==> src/shared/buck_ctrl_pkg.sv <==
// Package with register map, field layout and codes of the buck control block.
package buck_ctrl_pkg;
    // ************************************************************
    // Register offsets
    // ************************************************************
    localparam logic [9:0] buck2_control_off = 10'h020;
    localparam logic [9:0] buck1_control_off = 10'h021;
    localparam logic [9:0] buck4_control_off = 10'h022;
    localparam logic [9:0] buck3_control_off = 10'h024;
    // ************************************************************
    // Field positions and reset value
    // ************************************************************
    localparam int on_request_bit = 0;
    localparam int enable_sel_lsb = 1;
    localparam int sequenced_cfg_bit = 3;
    localparam int voltage_sel_lsb = 5;
    localparam logic [7:0] writable_mask = 8'h6f;
    localparam logic [7:0] control_reset = 8'h00;
    localparam int debounce_cycles = 4;
    // ************************************************************
    // Source selector codes
    // ************************************************************
    typedef enum logic [1:0] {
        src_sequencer = 2'h0,
        src_input_one = 2'h1,
        src_input_two = 2'h2,
        src_input_three = 2'h3
    } source_sel_e;
endpackage : buck_ctrl_pkg

==> src/verilog/input_conditioner.sv <==
// Synchroniser, polarity correction, debounce and edge detection of one input.
`timescale 1ns/10ps
module input_conditioner #(
    parameter int debounce_len = buck_ctrl_pkg::debounce_cycles
) (
    input wire logic sys_clk,
    input wire logic rst_n,
    input wire logic pin_raw,
    input wire logic active_high,
    input wire logic debounce_on,
    output logic level_active,
    output logic rise_pulse,
    output logic fall_pulse
);
    logic sync1_q, sync2_q;
    logic [3:0] stable_cnt_q, stable_cnt_d;
    logic level_q, level_d;
    logic [1:0] fill_q, fill_d;
    logic corrected;

    always_ff @(posedge sys_clk or negedge rst_n) begin
        if (!rst_n) begin
            sync1_q <= 1'b0;
            sync2_q <= 1'b0;
        end else begin
            sync1_q <= pin_raw;
            sync2_q <= sync1_q;
        end
    end

    // Polarity correction keeps the active level as logic one.
    assign corrected = active_high ? sync2_q : ~sync2_q;

    // The synchroniser holds zero until two edges after reset, which an
    // active-low input would read as active, so the level waits for it.
    always_comb begin
        fill_d = {fill_q[0], 1'b1};
        stable_cnt_d = '0;
        level_d = level_q;
        if (!fill_q[1] || corrected == level_q) begin
            stable_cnt_d = '0;
        end else if (!debounce_on ||
                     stable_cnt_q == 4'(debounce_len - 1)) begin
            level_d = corrected;
        end else begin
            stable_cnt_d = stable_cnt_q + 4'h1;
        end
    end

    // A polarity change at reset release would otherwise fake an edge, so
    // the level starts passive and any real edge is taken afterwards.
    always_ff @(posedge sys_clk or negedge rst_n) begin
        if (!rst_n) begin
            stable_cnt_q <= '0;
            level_q <= 1'b0;
            fill_q <= 2'h0;
        end else begin
            stable_cnt_q <= stable_cnt_d;
            level_q <= level_d;
            fill_q <= fill_d;
        end
    end

    assign level_active = level_q;
    assign rise_pulse = level_d & ~level_q;
    assign fall_pulse = ~level_d & level_q;

    chk_single_edge: assert property (@(posedge sys_clk) disable iff (!rst_n)
        rise_pulse |=> !rise_pulse) else $error("double rise pulse");
    chk_no_early_edge: assert property (@(posedge sys_clk) disable iff (!rst_n)
        !fill_q[1] |-> (!rise_pulse && !fall_pulse))
        else $error("edge before synchroniser filled");
endmodule : input_conditioner

==> src/verilog/buck_supply_control_regs.sv <==
// Control registers of the four buck converters with input-driven control.
`timescale 1ns/10ps
module buck_supply_control_regs (
    input wire logic sys_clk,
    input wire logic rst_n,
    input wire logic [9:0] reg_addr,
    input wire logic reg_wr,
    input wire logic [7:0] reg_wdata,
    output logic [7:0] reg_rdata,
    input wire logic general_input_one,
    input wire logic general_input_two,
    input wire logic general_input_three,
    input wire logic [2:0] input_polarity,
    input wire logic [2:0] input_debounce,
    input wire logic dual_phase_mode,
    input wire logic [3:0] sequencer_enable,
    input wire logic [3:0] sequencer_voltage_a,
    output logic [3:0] conv_enable,
    output logic [3:0] conv_voltage_a,
    output logic [3:0] conv_sequenced_cfg
);
    // ************************************************************
    // Input conditioning
    // ************************************************************
    logic [2:0] pins, rise, fall;
    assign pins = {general_input_three, general_input_two, general_input_one};

    for (genvar g = 0; g < 3; g++) begin : gen_inp
        input_conditioner u_cond (
            .sys_clk(sys_clk),
            .rst_n(rst_n),
            .pin_raw(pins[g]),
            .active_high(input_polarity[g]),
            .debounce_on(input_debounce[g]),
            .level_active(),
            .rise_pulse(rise[g]),
            .fall_pulse(fall[g])
        );
    end

    // ************************************************************
    // Register file, index 0..3 is buck one to four
    // ************************************************************
    logic [7:0] ctrl_q [4];
    logic [7:0] ctrl_d [4];

    function automatic logic [2:0] reg_index(input logic [9:0] a);
        if (a == buck_ctrl_pkg::buck1_control_off) reg_index = 3'h4;
        else if (a == buck_ctrl_pkg::buck2_control_off) reg_index = 3'h5;
        else if (a == buck_ctrl_pkg::buck3_control_off) reg_index = 3'h6;
        else if (a == buck_ctrl_pkg::buck4_control_off) reg_index = 3'h7;
        else reg_index = 3'h0;
    endfunction : reg_index

    logic [2:0] hit;
    assign hit = reg_index(reg_addr);

    always_comb begin
        for (int i = 0; i < 4; i++) begin
            ctrl_d[i] = ctrl_q[i];
            if (reg_wr && hit == 3'(4 + i)) begin
                // Reserved bits 7 and 4 are kept at zero.
                ctrl_d[i] = reg_wdata & buck_ctrl_pkg::writable_mask;
            end
        end
    end

    always_ff @(posedge sys_clk or negedge rst_n) begin
        if (!rst_n) begin
            for (int i = 0; i < 4; i++) begin
                ctrl_q[i] <= buck_ctrl_pkg::control_reset;
            end
        end else begin
            for (int i = 0; i < 4; i++) begin
                ctrl_q[i] <= ctrl_d[i];
            end
        end
    end

    always_comb begin
        reg_rdata = 8'h00;
        if (hit[2]) begin
            reg_rdata = ctrl_q[hit[1:0]];
        end
    end

    // ************************************************************
    // Source selection and converter state
    // ************************************************************
    function automatic logic pick(input logic [1:0] sel,
                                  input logic [2:0] v);
        pick = (sel == 2'h0) ? 1'b0 : v[sel - 2'h1];
    endfunction : pick

    logic [3:0] en_q, en_d, va_q, va_d;

    always_comb begin
        logic [1:0] es, vs;
        es = 2'h0;
        vs = 2'h0;
        for (int i = 0; i < 4; i++) begin
            es = ctrl_q[i][buck_ctrl_pkg::enable_sel_lsb +: 2];
            vs = ctrl_q[i][buck_ctrl_pkg::voltage_sel_lsb +: 2];
            en_d[i] = en_q[i];
            va_d[i] = va_q[i];
            if (es == buck_ctrl_pkg::src_sequencer) begin
                en_d[i] = sequencer_enable[i] &
                          ctrl_q[i][buck_ctrl_pkg::on_request_bit];
            end else if (pick(es, rise)) begin
                en_d[i] = 1'b1;
            end else if (pick(es, fall)) begin
                en_d[i] = 1'b0;
            end
            if (vs == buck_ctrl_pkg::src_sequencer) begin
                va_d[i] = sequencer_voltage_a[i];
            end else if (pick(vs, rise)) begin
                va_d[i] = 1'b1;
            end else if (pick(vs, fall)) begin
                va_d[i] = 1'b0;
            end
        end
        // The enable of the second buck follows the first while both share the load.
        if (dual_phase_mode) begin
            en_d[1] = en_d[0];
        end
    end

    always_ff @(posedge sys_clk or negedge rst_n) begin
        if (!rst_n) begin
            en_q <= 4'h0;
            va_q <= 4'h0;
        end else begin
            en_q <= en_d;
            va_q <= va_d;
        end
    end

    assign conv_enable = en_q;
    assign conv_voltage_a = va_q;
    always_comb begin
        for (int i = 0; i < 4; i++) begin
            conv_sequenced_cfg[i] =
                ctrl_q[i][buck_ctrl_pkg::sequenced_cfg_bit];
        end
    end

    // ************************************************************
    // Checks
    // ************************************************************
    chk_dual_follow: assert property (@(posedge sys_clk) disable iff (!rst_n)
        dual_phase_mode |=> conv_enable[1] == conv_enable[0])
        else $error("second buck left first in dual phase");
    chk_gpi_on: assert property (@(posedge sys_clk) disable iff (!rst_n)
        (ctrl_q[2][2:1] == 2'h1 && rise[0]) |=> conv_enable[2])
        else $error("input rise did not enable buck three");
    chk_gpi_off: assert property (@(posedge sys_clk) disable iff (!rst_n)
        (ctrl_q[2][2:1] == 2'h1 && fall[0] && !rise[0]) |=> !conv_enable[2])
        else $error("input fall did not disable buck three");
    chk_volt_a: assert property (@(posedge sys_clk) disable iff (!rst_n)
        (ctrl_q[3][6:5] == 2'h2 && rise[1]) |=> conv_voltage_a[3])
        else $error("input rise did not pick setting a");
    chk_volt_b: assert property (@(posedge sys_clk) disable iff (!rst_n)
        (ctrl_q[3][6:5] == 2'h3 && fall[2]) |=> !conv_voltage_a[3])
        else $error("input fall did not pick setting b");
    chk_seq_volt: assert property (@(posedge sys_clk) disable iff (!rst_n)
        (ctrl_q[3][6:5] == 2'h0) |=>
        conv_voltage_a[3] == $past(sequencer_voltage_a[3]))
        else $error("buck four voltage left the sequencer");
    chk_dual_ignore: assert property (@(posedge sys_clk) disable iff (!rst_n)
        (dual_phase_mode && ctrl_q[0][2:0] == 3'h0) |=> !conv_enable[1])
        else $error("second buck own bit acted in dual phase");
    chk_seq_off: assert property (@(posedge sys_clk) disable iff (!rst_n)
        (ctrl_q[3][2:1] == 2'h0 && !ctrl_q[3][0] && !dual_phase_mode)
        |=> !conv_enable[3])
        else $error("buck four on without request");
    chk_reserved_zero: assert property (@(posedge sys_clk) disable iff (!rst_n)
        (reg_rdata[7] == 1'b0 && reg_rdata[4] == 1'b0))
        else $error("reserved bit read as one");
    chk_write_read: assert property (@(posedge sys_clk) disable iff (!rst_n)
        (reg_wr && reg_addr == buck_ctrl_pkg::buck3_control_off) ##1
        (!reg_wr && reg_addr == buck_ctrl_pkg::buck3_control_off)
        |-> reg_rdata == ($past(reg_wdata, 1) & buck_ctrl_pkg::writable_mask))
        else $error("buck three register readback wrong");
    chk_cfg_out: assert property (@(posedge sys_clk) disable iff (!rst_n)
        (reg_wr && reg_addr == buck_ctrl_pkg::buck1_control_off) |=>
        conv_sequenced_cfg[0] ==
        $past(reg_wdata[3]))
        else $error("sequenced flag not taken");
endmodule : buck_supply_control_regs

==> config.mk <==
export PLATFORM = sky130hd
export DESIGN_NAME = buck_supply_control_regs
export DESIGN_NICKNAME = d
export VERILOG_FILES = /design/src/shared/buck_ctrl_pkg.sv /design/src/verilog/input_conditioner.sv /design/src/verilog/buck_supply_control_regs.sv
export SDC_FILE = /design/constraint.sdc
export NUM_CORES = 1
export LEC_CHECK = 0
export BUFFER_PORTS_ARGS = -buffer_cell sky130_fd_sc_hd__buf_4
export CELL_PAD_IN_SITES_DETAIL_PLACEMENT = 1
export CELL_PAD_IN_SITES_GLOBAL_PLACEMENT = 1
export CORE_ASPECT_RATIO = 1.5
export CORE_UTILIZATION = 43
export DETAILED_ROUTE_END_ITERATION = 6
export HOLD_SLACK_MARGIN = 0.12
export PLACE_DENSITY = 0.83
export SKIP_CTS_REPAIR_TIMING = 1
export SLEW_MARGIN = 25
export SYNTH_ARGS = -nofsm -noshare
export SYNTH_HDL_FRONTEND = slang
export SYNTH_SLANG_ARGS = --single-unit
export TNS_END_PERCENT = 100
==> constraint.sdc <==
create_clock -name sys_clk -period 3.4 [get_ports sys_clk]
set_input_delay 0.68 -clock sys_clk [delete_from_list [all_inputs] [get_ports sys_clk]]
set_output_delay 0.68 -clock sys_clk [all_outputs]
set_load 0.005 [all_outputs]
==> impl_metrics.csv <==
group,metric,value,unit
cells_and_area,final_net_count,406,
grt,first_global_vias,2766,
grt,grtUsageTotal,22.1,%
clock_tree,cts_sinks,55,
place,placedCellCount,427,
place,place_area,3570,sq um
detailed_routing,antenna_left,0,
grt,grt_pass1_wl,12900,um
timing,skew,0.00776,ns
worst_setup_path,slowest_stage,"or4b_1",
yosys,synthFlopType,"dfrtp_1",
timing,finalCritPeriodShare,97.5,%
job,maxCapViolCount,0,
floorplan,initial_core_util,44.7,%
worst_setup_path,r2r-start,"gen_inp[1].u_cond.stable_cnt_q[0]$_DFF_PN0_",
yosys,netlist_area,3080,sq um
worst_setup_path,cp.arrival,2.64,ns
timing,setup-violations-final,0,
worst_setup_path,required,2.72,ns
worst_setup_path,cp_cell_sequence,"buf_4 -> or4b_1 -> nor4_4 -> nand2b_2 -> nor3b_4 -> a22oi_1 -> a21oi_1 -> buf_4",
yosys,synth_warnings,0,
clock_tree,clock_latency,0.31,ns
hold_path,min-delay-start,"gen_inp[0].u_cond.fill_q[0]$_DFF_PN0_",
cells_and_area,layout.cells.non_filler,434,
power,intPower,959,uW
yosys,synth_cell_types,51,
worst_setup_path,reg2reg_slack,0.87,ns
cells_and_area,stdcell_area,3680,sq um
yosys,synthCells,297,
worst_setup_path,cp-start-kind,"input pin",
worst_setup_path,crit_top_cell,"buf_4",
floorplan,num_rows,37,
place,numPortBuffers,54,
worst_setup_path,cpPeakStageDelay,0.56,ns
detailed_routing,wl,7710,um
floorplan,die_h,106,um
power,leakage,1.64,nW
timing,max_slew_margin,52.8,%
grt,antenna_found_initial,0,
detailed_routing,drc,2,
yosys,yosysSeqAreaShare,44.7,%
worst_setup_path,crit_type,"in -> out",
worst_setup_path,reg2reg_depth,8,
detailed_routing,vias,2537,
power,seqPwrFrac,54.2,%
hold_path,whs_path_depth,0,
clock_tree,cts-root-buf,"clkbuf_8",
cells_and_area,diodes,0,
power,clock_power_share,33.6,%
timing,max_clock_freq,0.302,GHz
worst_setup_path,crit_fanout,7,
grt,met1_usage,24.3,%
worst_setup_path,end_kind,"output pin",
grt,use_met2,40.9,%
place,place_congestion,0.799,
floorplan,dieArea,7510,sq um
clock_tree,cts_tree,"done",
worst_setup_path,crit_family,"simple AND/OR/NAND/NOR gates",
yosys,ys_async_sr_fraction,100,%
floorplan,coreArea,6900,sq um
yosys,synth-seq-cells,55,
floorplan,die_w,71.1,um
timing,final_hold_viol_count,0,
clock_tree,cts-htree-levels,2,
power,combPwrFrac,12.2,%
timing,drv_slew,0,
worst_setup_path,worst_r2r_endpoint,"conv_enable[1]$_DFFE_PN0P_",
place,hpwl,5970,um
hold_path,hold_path.class,"reg -> reg",
grt,grt_overflow,0,
cells_and_area,area.growth.synth_to_final,19.5,%
power,switching_share,25.2,%
power,p_sw,323,uW
clock_tree,cts_buffer_depth,2,
clock_tree,clkSlewWorstSetupHoldPaths,0.10,ns
yosys,synth-edff-count,0,
worst_setup_path,critPathBufInv,2,
grt,met3_usage,3.15,%
timing,worstMarginPinSlew,0.709,ns
hold_path,hold_end,"gen_inp[0].u_cond.fill_q[1]$_DFF_PN0_",
detailed_routing,drt_pass1_iterations,6,
cells_and_area,drive_above_1_share,28.9,%
detailed_routing,wl_per_cell,17.8,um
outcome,violations,"design-rule violations",
outcome,status,"finished with violations",
power,powerDensity,349,nW/um^2
timing,holdWs,0.359,ns
clock_tree,numCtsBuffers,5,
yosys,avgSynthCellArea,10.4,sq um
grt,busiest_layer,"met2",
power,peakVddDrop,0.000201,V
cells_and_area,layout_common_cells,"buf_4, dfrtp_1, inv_1",
floorplan,pin_count,59,
power,power,1.28,mW
timing,fin_crit,3.32,ns
detailed_routing,vias_per_cell,5.85,
cells_and_area,final_common_cell,"buf_4",
grt,grt_max_degree,56,
detailed_routing,drtIter0Drc,77,
worst max-delay path by stage:
stage,start,endpoint,slack (ns),cells past startpoint
3_3_place_gp,reg_addr[7],reg_rdata[1],0.10,8
5_1_grt,reg_addr[7],reg_rdata[1],-0.007,8
4_1_cts,reg_addr[7],reg_rdata[2],0.06,8
2_1_floorplan,reg_addr[7],reg_rdata[0],0.46,6
6_report,reg_addr[7],reg_rdata[2],0.08,8
3_5_place_dp,reg_addr[7],reg_rdata[2],0.07,8
registers in the layout, summed over array words and instances (netlist names):
signal and cells:
conv_enable 4, ctrl_q 20, gen_inp.u_cond.sync1_q 3, gen_inp.u_cond.level_active 3, gen_inp.u_cond.sync2_q 3, gen_inp.u_cond.stable_cnt_q 12, conv_sequenced_cfg 4, conv_voltage_a 4
gen_inp.u_cond.fill_q 2
synth_stat cells, types with 3 or more instances:
| cell type | number | area (sq um) |
|---|---|---|
| a32oi_1 | 4 | 35.0 |
| nand2_1 | 25 | 93.8 |
| a21oi_1 | 15 | 75.1 |
| ha_1 | 11 | 138 |
| a211oi_1 | 5 | 37.5 |
| a311oi_1 | 3 | 26.3 |
| o21ai_0 | 9 | 45.0 |
| nand4_1 | 4 | 25.0 |
| nor2_1 | 20 | 75.1 |
| mux2_2 | 24 | 270 |
| buf_4 | 6 | 45.0 |
| inv_1 | 28 | 105 |
| dfrtp_1 | 55 | 1380 |
| xnor2_1 | 8 | 70.1 |
| o2111ai_1 | 4 | 35.0 |
| xor2_1 | 6 | 52.6 |
| o211ai_1 | 3 | 22.5 |
| a22oi_1 | 14 | 105 |
| nor3_1 | 3 | 15.0 |
| nand3_1 | 11 | 55.1 |
cell families after synthesis:
family	synth area share, %
muxes	9.10
AOI/OAI and AO/OA	18.9
and+or+nand+nor	13.5
buffers and inverters	5.12
adders and majority gates	4.47
other	0.244
DFF	44.7
xor gates and xnor gates	3.98
through the flow:
stage	setup TNS [ns]	setup slack (ns)	util (%)
after global placement	0	0.104	51.7
after detailed placement	0	0.0730	51.7
after CTS	0	0.0577	53.2
after floorplan	0	0.462	-
final	0	0.0842	53.3
after global routing	-0.00736	-0.00736	53.3
layer usage:
layer | share of wire (%) | up-vias
li1 | - | 1186
met1 | 38 | 1268
met2 | 56 | 62
met3 | 2.8 | 21
met4 | 3.2 | 0
met5 | 0 | -
cell type report:
type / count / area (sq um)
Timing Repair Buffer: 58 / 435
Fill cell: 810 / 3220
Clock buffer: 6 / 72.6
Clock inverter: 1 / 30.0
Sequential cell: 55 / 1380
Multi-Input combinational cell: 207 / 1560
Tap cell: 78 / 97.6
Inverter: 29 / 109
power by group through the flow:
stage	clock, mW	combinational [mW]	sequential (mW)
finish	0.431	0.157	0.695
global route	0.463	0.175	0.698
CTS	0.441	0.159	0.695
detailed placement	0	0.158	0.708
global placement	0	0.151	0.707
floorplan	0	0.0795	0.699
No activity file was read; power rests on OpenSTA's default activity.
